$ cat config.mk
export PLATFORM = sky130hd
export DESIGN_NAME = fbp_guard
export DESIGN_NICKNAME = d
export VERILOG_FILES = /design/src/verilog/fbp_pkg.sv /design/src/verilog/fbp_tmr_if.sv /design/src/verilog/fbp_rp_timer.sv /design/src/verilog/fbp_guard.sv
export SDC_FILE = /design/constraint.sdc
export NUM_CORES = 1
export LEC_CHECK = 0
export ABC_AREA = 1
export BUFFER_PORTS_ARGS = -buffer_cell sky130_fd_sc_hd__clkbuf_2
export CORE_MARGIN = 2
export CORE_UTILIZATION = 29
export CTS_BUF_LIST = sky130_fd_sc_hd__clkbuf_8 sky130_fd_sc_hd__clkbuf_16
export DETAILED_ROUTE_END_ITERATION = 6
export HOLD_SLACK_MARGIN = 0.08
export RECOVER_POWER = 25
export SLEW_MARGIN = 0
export SYNTH_ARGS = -nofsm -noshare
export SYNTH_HDL_FRONTEND = slang
export SYNTH_SLANG_ARGS = --single-unit
export TNS_END_PERCENT = 1
$ cat constraint.sdc
create_clock -name sys_clk -period 1.7 [get_ports sys_clk]
set_input_delay 0.255 -clock sys_clk [delete_from_list [all_inputs] [get_ports sys_clk]]
set_output_delay 0.255 -clock sys_clk [all_outputs]
set_load 0.02 [all_outputs]
$ cat src/verilog/fbp_pkg.sv
// Shared constants and types for the flash block guard and event reporting
package fbp_pkg;
    localparam logic [7:0]  ADDR_GUARD      = 8'hFA;
    localparam logic [7:0]  ADDR_IRQ        = 8'hFB;
    localparam logic [7:0]  GUARD_RESET     = 8'hFF;
    localparam logic [7:0]  GUARD_ALL       = 8'hFF;
    localparam logic [7:0]  IRQ_RESET       = 8'h00;
    localparam logic [7:0]  RDATA_UNMAPPED  = 8'h00;
    // Bit layout of the event/interrupt register
    localparam int          IRQ_DONE_IE_BIT = 7;
    localparam int          IRQ_ERR_IE_BIT  = 6;
    localparam int          IRQ_DONE_BIT    = 5;
    localparam int          IRQ_RSVD_BIT    = 4;
    localparam int          ERR_TMO_BIT     = 3;
    localparam int          ERR_WR_BIT      = 2;
    localparam int          ERR_PE_BIT      = 1;
    localparam int          ERR_ME_BIT      = 0;
    localparam int          ERR_W           = 4;
    localparam logic [3:0]  ERR_NONE        = 4'h0;
    // Flash geometry: 128 KB in eight 16 KB blocks
    localparam int          FADDR_W         = 17;
    localparam int          BLK_LSB         = 14;
    localparam int          BLK_MSB         = 16;
    localparam int          SMALL_BLOCKS    = 4;
    localparam logic [7:0]  SMALL_MASK      = 8'h0F;
    // Row program limit, counted in flash controller clocks
    localparam int          ROW_LIMIT_FCLKS = 2432;
    localparam int          TMR_W           = 12;
    localparam logic [11:0] ROW_LIMIT_LAST  = 12'(ROW_LIMIT_FCLKS - 1);
    localparam logic [11:0] TMR_ZERO        = 12'h000;
    localparam logic [11:0] TMR_ONE         = 12'h001;

    typedef enum logic [1:0] {
        OP_WRITE      = 2'b00,
        OP_PAGE_ERASE = 2'b01,
        OP_MASS_ERASE = 2'b10,
        OP_ROW_PROG   = 2'b11
    } fbp_op_t;

    typedef enum logic {
        TMR_IDLE = 1'b0,
        TMR_RUN  = 1'b1
    } fbp_tmr_state_t;
endpackage

$ cat src/verilog/fbp_tmr_if.sv
// Link between the guard logic and the row program watchdog
`timescale 1ns/1ps
interface fbp_tmr_if;
    logic start;
    logic stop;
    logic tick;
    logic expired;

    modport ctrl (output start, output stop, output tick, input expired);
    modport tmr  (input start, input stop, input tick, output expired);
endinterface

$ cat src/verilog/fbp_rp_timer.sv
// Row program watchdog counting flash controller clock ticks
`timescale 1ns/1ps
module fbp_rp_timer
    import fbp_pkg::*;
(
    input wire logic    sys_clk,
    input wire logic    rst_n,
    fbp_tmr_if.tmr      tif
);
    fbp_tmr_state_t     state;
    fbp_tmr_state_t     next_state;
    logic [TMR_W-1:0]   count;
    logic [TMR_W-1:0]   next_count;
    logic               expired;
    logic               next_expired;

    assign tif.expired = expired;

    always_comb begin
        next_state   = state;
        next_count   = count;
        next_expired = 1'b0;
        unique case (state)
            TMR_IDLE: begin
                if (tif.start) begin
                    next_state = TMR_RUN;
                    next_count = TMR_ZERO;
                end
            end
            TMR_RUN: begin
                if (tif.stop) begin
                    next_state = TMR_IDLE;
                end else if (tif.tick) begin
                    if (count == ROW_LIMIT_LAST) begin
                        next_state   = TMR_IDLE;
                        next_expired = 1'b1;
                    end else begin
                        next_count = count + TMR_ONE;
                    end
                end
            end
        endcase
    end

    always_ff @(posedge sys_clk or negedge rst_n) begin
        if (!rst_n) begin
            state   <= TMR_IDLE;
            count   <= TMR_ZERO;
            expired <= 1'b0;
        end else begin
            state   <= next_state;
            count   <= next_count;
            expired <= next_expired;
        end
    end
endmodule

$ cat src/verilog/fbp_guard.sv
// Flash block write/erase guard with key lock and event interrupt register
// How it works
// - Eight guard bits, one per 16 KB block; a set bit blocks write and erase.
// - Every guard bit reads one after reset, all blocks protected.
// - Information page accesses other than mass erase are never checked against the guard bits.
// - Mass erase is refused while any guard bit of an existing block is one.
// - Guard register stores write data only while unlocked; a locked write cannot clear a bit.
// - A guard write while locked forces all guard bits to one.
// - Guard bit n covers the 16 KB block starting at n times 0x4000.
// - On the 64 KB variant guard bits seven to four are unused.
// - Two event sources: successful completion and any error.
// - Each event source has its own enable bit.
// - Row program exceeding 2432 flash clocks is aborted and flags a timeout.
// - A write into a guarded block is refused and flags a write violation.
// - A page erase in a guarded block is refused and flags a violation.
// - A refused mass erase flags a mass erase violation.
// - With error enable set, any error flag requests an interrupt.
// - Reading the event register clears done and error flags, keeps enables.
// - Done interrupt stays low while its enable is zero.
// - Error enable one allows error interrupts; zero suppresses them.
// - Done flag sets when erase or row program completes successfully.
`timescale 1ns/1ps
module fbp_guard
    import fbp_pkg::*;
(
    input  wire logic               sys_clk,
    input  wire logic               rst_n,
    input  wire logic [7:0]         reg_addr,
    input  wire logic [7:0]         reg_wdata,
    input  wire logic               reg_wr,
    input  wire logic               reg_rd,
    output logic [7:0]              reg_rdata,
    input  wire logic               key_unlock,
    input  wire logic               key_relock,
    input  wire logic               small_dev,
    input  wire logic               op_req,
    input  wire logic [1:0]         op_kind,
    input  wire logic [FADDR_W-1:0] op_addr,
    input  wire logic               op_info,
    input  wire logic               op_done,
    input  wire logic               fctl_tick,
    output logic                    op_grant,
    output logic                    op_deny,
    output logic                    rp_abort,
    output logic                    locked,
    output logic                    irq_err,
    output logic                    irq_done
);
    fbp_tmr_if tif ();

    fbp_rp_timer u_rp_timer (
        .sys_clk (sys_clk),
        .rst_n   (rst_n),
        .tif     (tif)
    );

    logic [7:0]         guard;
    logic [7:0]         next_guard;
    logic               next_locked;
    logic               done_ie;
    logic               next_done_ie;
    logic               err_ie;
    logic               next_err_ie;
    logic               done_flag;
    logic               next_done_flag;
    logic [ERR_W-1:0]   err;
    logic [ERR_W-1:0]   next_err;
    logic [7:0]         next_rdata;
    logic               next_grant;
    logic               next_deny;
    logic               next_abort;
    logic               next_irq_err;
    logic               next_irq_done;

    logic [7:0]         guard_eff;
    logic [2:0]         blk_idx;
    logic               blk_guarded;
    logic               wr_guard;
    logic               wr_irq;
    logic               rd_irq;
    logic [ERR_W-1:0]   err_set;
    fbp_op_t            kind;

    assign kind     = fbp_op_t'(op_kind);
    assign wr_guard = reg_wr && reg_addr == ADDR_GUARD;
    assign wr_irq   = reg_wr && reg_addr == ADDR_IRQ;
    assign rd_irq   = reg_rd && reg_addr == ADDR_IRQ;

    // Small variant: missing upper blocks must not block mass erase
    assign guard_eff   = small_dev ? (guard & SMALL_MASK) : guard;
    assign blk_idx     = op_addr[BLK_MSB:BLK_LSB];
    assign blk_guarded = !op_info && guard_eff[blk_idx];

    // Lock state and guard register
    always_comb begin
        next_locked = locked;
        if (key_unlock) begin
            next_locked = 1'b0;
        end
        if (key_relock) begin
            next_locked = 1'b1;
        end
        next_guard = guard;
        if (wr_guard) begin
            if (locked) begin
                next_guard = GUARD_ALL;
            end else begin
                next_guard = reg_wdata;
            end
        end
    end

    always_ff @(posedge sys_clk or negedge rst_n) begin
        if (!rst_n) begin
            locked <= 1'b1;
            guard  <= GUARD_RESET;
        end else begin
            locked <= next_locked;
            guard  <= next_guard;
        end
    end

    // Operation checks against the guard bits
    always_comb begin
        next_grant = 1'b0;
        next_deny  = 1'b0;
        err_set    = ERR_NONE;
        if (op_req) begin
            unique case (kind)
                OP_WRITE, OP_ROW_PROG: begin
                    if (blk_guarded) begin
                        next_deny          = 1'b1;
                        err_set[ERR_WR_BIT] = 1'b1;
                    end else begin
                        next_grant = 1'b1;
                    end
                end
                OP_PAGE_ERASE: begin
                    if (blk_guarded) begin
                        next_deny          = 1'b1;
                        err_set[ERR_PE_BIT] = 1'b1;
                    end else begin
                        next_grant = 1'b1;
                    end
                end
                OP_MASS_ERASE: begin
                    if (|guard_eff) begin
                        next_deny          = 1'b1;
                        err_set[ERR_ME_BIT] = 1'b1;
                    end else begin
                        next_grant = 1'b1;
                    end
                end
            endcase
        end
        if (tif.expired) begin
            err_set[ERR_TMO_BIT] = 1'b1;
        end
    end

    // Watchdog only runs for a granted row program
    assign tif.start = op_req && kind == OP_ROW_PROG && !blk_guarded;
    assign tif.stop  = op_done;
    assign tif.tick  = fctl_tick;

    // Event register; a new event wins over the read clear
    always_comb begin
        next_done_ie   = done_ie;
        next_err_ie    = err_ie;
        next_done_flag = done_flag;
        next_err       = err;
        if (wr_irq) begin
            next_done_ie = reg_wdata[IRQ_DONE_IE_BIT];
            next_err_ie  = reg_wdata[IRQ_ERR_IE_BIT];
        end
        if (rd_irq) begin
            next_done_flag = 1'b0;
            next_err       = ERR_NONE;
        end
        if (op_done) begin
            next_done_flag = 1'b1;
        end
        next_err   = next_err | err_set;
        next_abort = tif.expired;
    end

    always_ff @(posedge sys_clk or negedge rst_n) begin
        if (!rst_n) begin
            done_ie   <= IRQ_RESET[IRQ_DONE_IE_BIT];
            err_ie    <= IRQ_RESET[IRQ_ERR_IE_BIT];
            done_flag <= IRQ_RESET[IRQ_DONE_BIT];
            err       <= IRQ_RESET[ERR_W-1:0];
        end else begin
            done_ie   <= next_done_ie;
            err_ie    <= next_err_ie;
            done_flag <= next_done_flag;
            err       <= next_err;
        end
    end

    // Read mux and registered outputs
    always_comb begin
        next_rdata = RDATA_UNMAPPED;
        if (reg_rd) begin
            if (reg_addr == ADDR_GUARD) begin
                next_rdata = guard;
            end else if (reg_addr == ADDR_IRQ) begin
                next_rdata[IRQ_DONE_IE_BIT] = done_ie;
                next_rdata[IRQ_ERR_IE_BIT]  = err_ie;
                next_rdata[IRQ_DONE_BIT]    = done_flag;
                next_rdata[IRQ_RSVD_BIT]    = 1'b0;
                next_rdata[ERR_W-1:0]       = err;
            end
        end
        // Requests follow flags by one cycle so they come from flops
        next_irq_err  = err_ie && (|err);
        next_irq_done = done_ie && done_flag;
    end

    always_ff @(posedge sys_clk or negedge rst_n) begin
        if (!rst_n) begin
            reg_rdata <= RDATA_UNMAPPED;
            op_grant  <= 1'b0;
            op_deny   <= 1'b0;
            rp_abort  <= 1'b0;
            irq_err   <= 1'b0;
            irq_done  <= 1'b0;
        end else begin
            reg_rdata <= next_rdata;
            op_grant  <= next_grant;
            op_deny   <= next_deny;
            rp_abort  <= next_abort;
            irq_err   <= next_irq_err;
            irq_done  <= next_irq_done;
        end
    end
endmodule

-- Word level (Yosys, flattened, before mapping)
Cells that the tools add are included.
Widths: inputs -> output; s select.
- logic and storage cells: 86
- bits of input ports: 46
- memory bits (writable): 0
- flip-flop bits (word level): 43
- latch bits: 0
- memories: 0
- output and inout bits: 14
- memory bits (read-only): 0
- bitwise gates (word level): 2
- multiply operators: 0
- multiplexer cells: 39
- $lt $le $gt $ge: 1
- add/sub/neg operators: 1
- shifts and indexed selects: 0
- equality and inequality tests: 10
- divide/modulo/power cells: 0
- reductions and logical operators: 18
- operator list (kind ; count):
    $mux 12 ; 4
    $mux 8 ; 5
    $pmux 12 s2 ; 1
    $mux 1 ; 23
    $eq 8x8->1 const B ; 2
    $add 12x1->12 const B ; 1
    $eq 12x12->1 const B ; 1
    $logic_and 1x1->1 ; 8
    $ne 2x2->1 const B ; 4
    $reduce_or 8->1 ; 1
    $pmux 1 s2 ; 3
    $eq 2x2->1 const B ; 2
    $lt 3x4->1 const B ; 1
    $mux 4 ; 1
    $or 4x4->4 ; 1
    $reduce_and 4->1 ; 1
    $reduce_bool 2->1 ; 2
    $reduce_or 4->1 ; 1
    $bmux 1 s3 ; 1
    $mux 3 ; 1
    $reduce_or 3->1 ; 1
    $eq 2x1->1 const B ; 1
    $logic_not 1->1 ; 2
    $logic_not 2->1 ; 1
    other kinds (2) ; 2

-- Longest topological paths before layout
- word-level depth: 8
- mapped depth: 12
- depth with buffers taken out: 11

-- By module
A second synthesis with hierarchy kept.
- cells, all modules: 280
- area total of the unflattened synthesis: 2263.4 µm²
- modules (own cells, without submodules) (module ; seq. area each (µm²) ; cells an instance ; instances ; area an instance (µm²)):
    fbp_guard ; 737.0 ; 150 ; 1 ; 1366.3
    fbp_rp_timer ; 350.3 ; 130 ; 1 ; 897.1

-- Least setup slack after synthesis
No wires, ideal clock.
- path kind: register to register
- start point: register u_rp_timer.count[0]
- end point: register u_rp_timer.count[10]
- stages on the path, launching flop included: 10
- path buffers: 1
- library setup time: 117 ps
- period minus slack after synthesis: 1462 ps
- data arrival time: 1345 ps
- required time: 1583 ps
- path slack: 238 ps
- path through: dfrtp_1 -> ha_1 -> nand3_2 -> nor3_4 -> nand2_1 -> nand2_2 -> nand2_4 -> buf_4 -> nand3_1 -> nand2_1
- longest elaborated chain between the ends: 5
- elaborated cells between the ends (all ways): 8
- those cells by class: add/sub: 1; eq/ne: 2; mux: 4; reduce/logical: 1
- ends and longest elaborated chain (element ; line ; source):
    from (decl) ; fbp_rp_timer.sv:12 ; logic [TMR_W-1:0] count;
    from (signal assigned) ; fbp_rp_timer.sv:52 ; count <= next_count;
    $add 12x1->12 ; fbp_rp_timer.sv:38 ; next_count = count + TMR_ONE;
    $mux 12 ; fbp_rp_timer.sv:34 ; if (count == ROW_LIMIT_LAST) begin
    $mux 12 ; fbp_rp_timer.sv:33 ; end else if (tif.tick) begin
    $mux 12 ; fbp_rp_timer.sv:31 ; if (tif.stop) begin
    $pmux 12 s2 ; fbp_rp_timer.sv:23 ; unique case (state)
Parallel ways exist; a longest one is shown, timed or not. The select of a mux whose other input is x is not followed.
A chain may end at the register's enable or synchronous reset.

-- Worst setup path after layout
Same ends and word-level chain as after synthesis.

==> metrics list <==
- Worst-path fanout max: 4
- Yosys printed 0 warnings.
- TritonCTS built the clock tree.
* Cells after synthesis: 258
* Vias per cell: 4.54
- Die width: 90.3 µm
* Switching part of the total: 27.1%
- Core area: 7250 µm²
- For the final routed database, the setup TNS stands at 0 ns.
* Number of global-route vias before repair: 1881
- Initial Utilization: 29.8%
- The congestion estimate from routability-driven global placement came to 0.809.
* Number of iterations in the first detailed-routing pass: 4
- Distinct cell type count of the synthesized netlist: 34
- Relative to the synthesized area, the layout overhead comes to 21.4%.
* Wire length of the first global-routing pass: 8.31 mm
- In the global route stage, overall resource usage came out at 12.5%.
- At the worst endpoint, the arrival time is 1.79 ns.
- Counting flops with an async set or reset pin after synthesis yields a share of 100%.
- P per Cell Area: 752 nW/µm²
- N_diodes: 0
- Once detail routing completed, the nets flagged for antenna violations numbered 0.
- The most critical setup path has its startpoint at u_rp_timer.count[0]$_DFFE_PN0P_.
- The flow ran to the end, and the final reports show no timing, DRC or antenna violations.
- Hold Crit Class: input pin to register
- DRC violations left: 0
* Share of post-route cells with drive strength above 1: 24.4%
* Total Nets Final: 361
* Die area: 8160 µm²
- Global-route congestion overflow total: 0
- Die Height: 90.3 µm
* Sequential share of power: 55.7%
- Count of pins on the block boundary: 60
* Clk network pwr share: 32.3%
- After clock tree synthesis, the clock-pin slew on the worst setup and hold paths is 0.08 ns.
- The worst path needs 1.56 ns of the cycle, external delays included.
* Clock tree root driver cell: clkbuf_8
- Sequential cells were found to cover 50.3% of the synthesized design area.
- Max-cap violations in this run came to 0.
- In the final routed layout, each cell accounts on average for 11.6 µm.
* Total count of hold-check failures in the final report: 0
- Finished Cell Area: 2620 µm²
- Timing would allow up to 642 MHz.
* EDFF count, synth: 0
* Number of placement rows: 31
- Across all hold checks on the routed design, the worst slack comes to 0.110 ns.
* Input/output buffers: 45
- H-tree depth: 2
- After the first detailed-routing iteration, the DRC count stood at 55.
* Number of failing setup endpoints in the final timing report: 0
- CTS saw 43 sinks.
- Setup CP Type: register to register
* RSZ-0062 raised after global routing: false
- Vias: 1867
- The number of antenna violations at the first check in global routing came to 0.
- At the worst endpoint, the required time is 1.94 ns.
- For this run, the leading register cell type out of synthesis is dfrtp_1.
- Max_slew headroom: 36.6%
* Period utilisation layout: 91.6%
* Fill cell instance count of the final layout: 765
- Worst slew pin tran: 0.950 ns
* Worst clock skew: 0.00719 ns
- Detailed placement finished with a half-perimeter wire length of 3.70 mm.
- After synthesis the cells add up to 2160 µm².
- The number of slew-limit violations in the final report was 0.
* Startpoint of the worst hold path: key_unlock
- In this run the critical register-to-register path is launched from u_rp_timer.count[0]$_DFFE_PN0P_.
* Critical Path Sink Type: register
- CTS buffer count: 5
* Leak: 1.37 nW
- Commonest cells after routing, fill and taps aside: nand2_1, clkbuf_2, inv_1
- Each instance of the synthesized netlist takes up on average 8.38 µm².
* Share of power burned in combinational logic: 12.0%
- Entering global routing, the biggest net connects 19 pins.
- Maximum root-to-sink buffer count: 2
* Most frequent standard cell in the layout excluding fill and tap cells: nand2_1
- Cell internal power was estimated by the tool at 1.44 mW.
- VDD sags by at most 0.000262 V.
- Post-Route WL: 4.78 mm
- In this run the power spent charging and discharging nets is 534 µW.
- The number of nets handed over by synthesis was 308.
- Once placement finished, the instance area stood at 2510 µm².
- Startpoint type of the worst setup path: register
- The later pin in the worst-skew pair is clocked with a latency of 0.30 ns.
* Total of flip-flops plus latches after synthesis: 43
[power groups by stage]
stage               Clock, mW  Sequential (mW)  Combinational [mW]
floorplan                   0             1.12               0.122
global placement            0             1.12               0.229
detailed placement          0             1.12               0.234
CTS                     0.667             1.10               0.236
global route            0.709             1.11               0.269
finish                  0.636             1.10               0.237
[cell type report]
| type | instances | area (µm²) | share of cell area (%) |
|---|---|---|---|
| clock inverters | 3 | 16.3 | 0.620 |
| repair buffers | 51 | 272 | 10.3 |
| multi-input cells | 173 | 917 | 35.0 |
| inverters | 37 | 139 | 5.29 |
| flip-flops and latches | 43 | 1090 | 41.4 |
| clock buffers | 5 | 68.8 | 2.62 |
| well taps | 99 | 124 | 4.72 |
[final timing paths]
path | end | slack [ns] | depth (start not counted)
min | locked$_DFFE_PN1P_ | 0.11 | 2
min in group asynchronous | reg_rdata[0]$_DFF_PN0_ | 0.61 | 2
max in group asynchronous | u_rp_timer.count[9]$_DFFE_PN0P_ | 0.31 | 3
min reg2reg | rp_abort$_DFF_PN0_ | 0.38 | 0
max reg2reg | u_rp_timer.count[10]$_DFFE_PN0P_ | 0.14 | 9
max | u_rp_timer.count[10]$_DFFE_PN0P_ | 0.14 | 9
[cells in the mapped netlist, types with 2 or more instances]
cell type / n / area [µm²]
a21oi_1: 11 / 55.1
and3_1: 2 / 12.5
buf_2: 2 / 10.0
dfrtp_1: 34 / 851
dfstp_2: 9 / 236
ha_1: 4 / 50.1
inv_1: 35 / 131
nand2_1: 53 / 199
nand2_2: 3 / 18.8
nand2_4: 2 / 22.5
nand3_1: 32 / 160
nor2_1: 14 / 52.6
nor3_1: 8 / 40.0
o21ai_0: 24 / 120
o21bai_1: 2 / 15.0
o22ai_1: 5 / 31.3
[worst max-delay path: stages, from the launching register on]
cell	delay (ns)
dfrtp_1	0.40
ha_1	0.22
nand3_2	0.13
nor2_1	0.15
nand3_1	0.09
nor2_1	0.15
nand2_1	0.07
a21oi_1	0.13
nand3_1	0.08
nand2_1	0.08
[state kept, by name (all words and copies together) (netlist names)]
name / count
u_rp_timer.count: 12
guard: 8
reg_rdata: 8
err: 4
done_flag: 1
done_ie: 1
err_ie: 1
irq_done: 1
irq_err: 1
locked: 1
op_deny: 1
op_grant: 1
rp_abort: 1
u_rp_timer.state: 1
u_rp_timer.tif.expired: 1
[timing repair]
action / in CTS / in global routing
resized for setup: 0 / 3
endpoints found under the setup margin: 0 / 12
endpoints found under the hold margin: 7 / 0
hold buffers: 1 / 0
setup buffers: 0 / 0
[cells by family (layout without fill, tap and decap cells)]
group | Yosys count | after routing | share of synthesized area, %
AO/OA/AOI/OAI | 46 | 46 | 11.6
XOR/XNOR | 2 | 2 | 0.811
adder cells (fa/ha/maj) | 4 | 4 | 2.32
buffers and inverters | 42 | 96 | 7.93
flip-flops | 43 | 43 | 50.3
AND/OR/NAND/NOR | 121 | 121 | 27.0
[layer usage]
| metal | share of wire, % | wire (µm) | GRT usage (%) |
|---|---|---|---|
| met1 | 45 | 2170 | 14.6 |
| met2 | 48 | 2310 | 21.9 |
| met3 | 4.9 | 233 | 3.67 |
| met4 | 1.4 | 69 | 4.36 |
| met5 | 0 | 0 | 0 |
[through the flow]
stage	setup WS (ns)	power [mW]	utilization [%]	std cells
2_1_floorplan	0.238	1.24	-	258
3_3_place_gp	0.125	1.35	34.7	402
3_5_place_dp	0.106	1.35	34.7	402
4_1_cts	0.0892	2.00	36.0	411
5_1_grt	0.000302	2.08	36.2	411
6_report	0.143	1.97	36.2	411
Power figures use the tool's default switching activity.
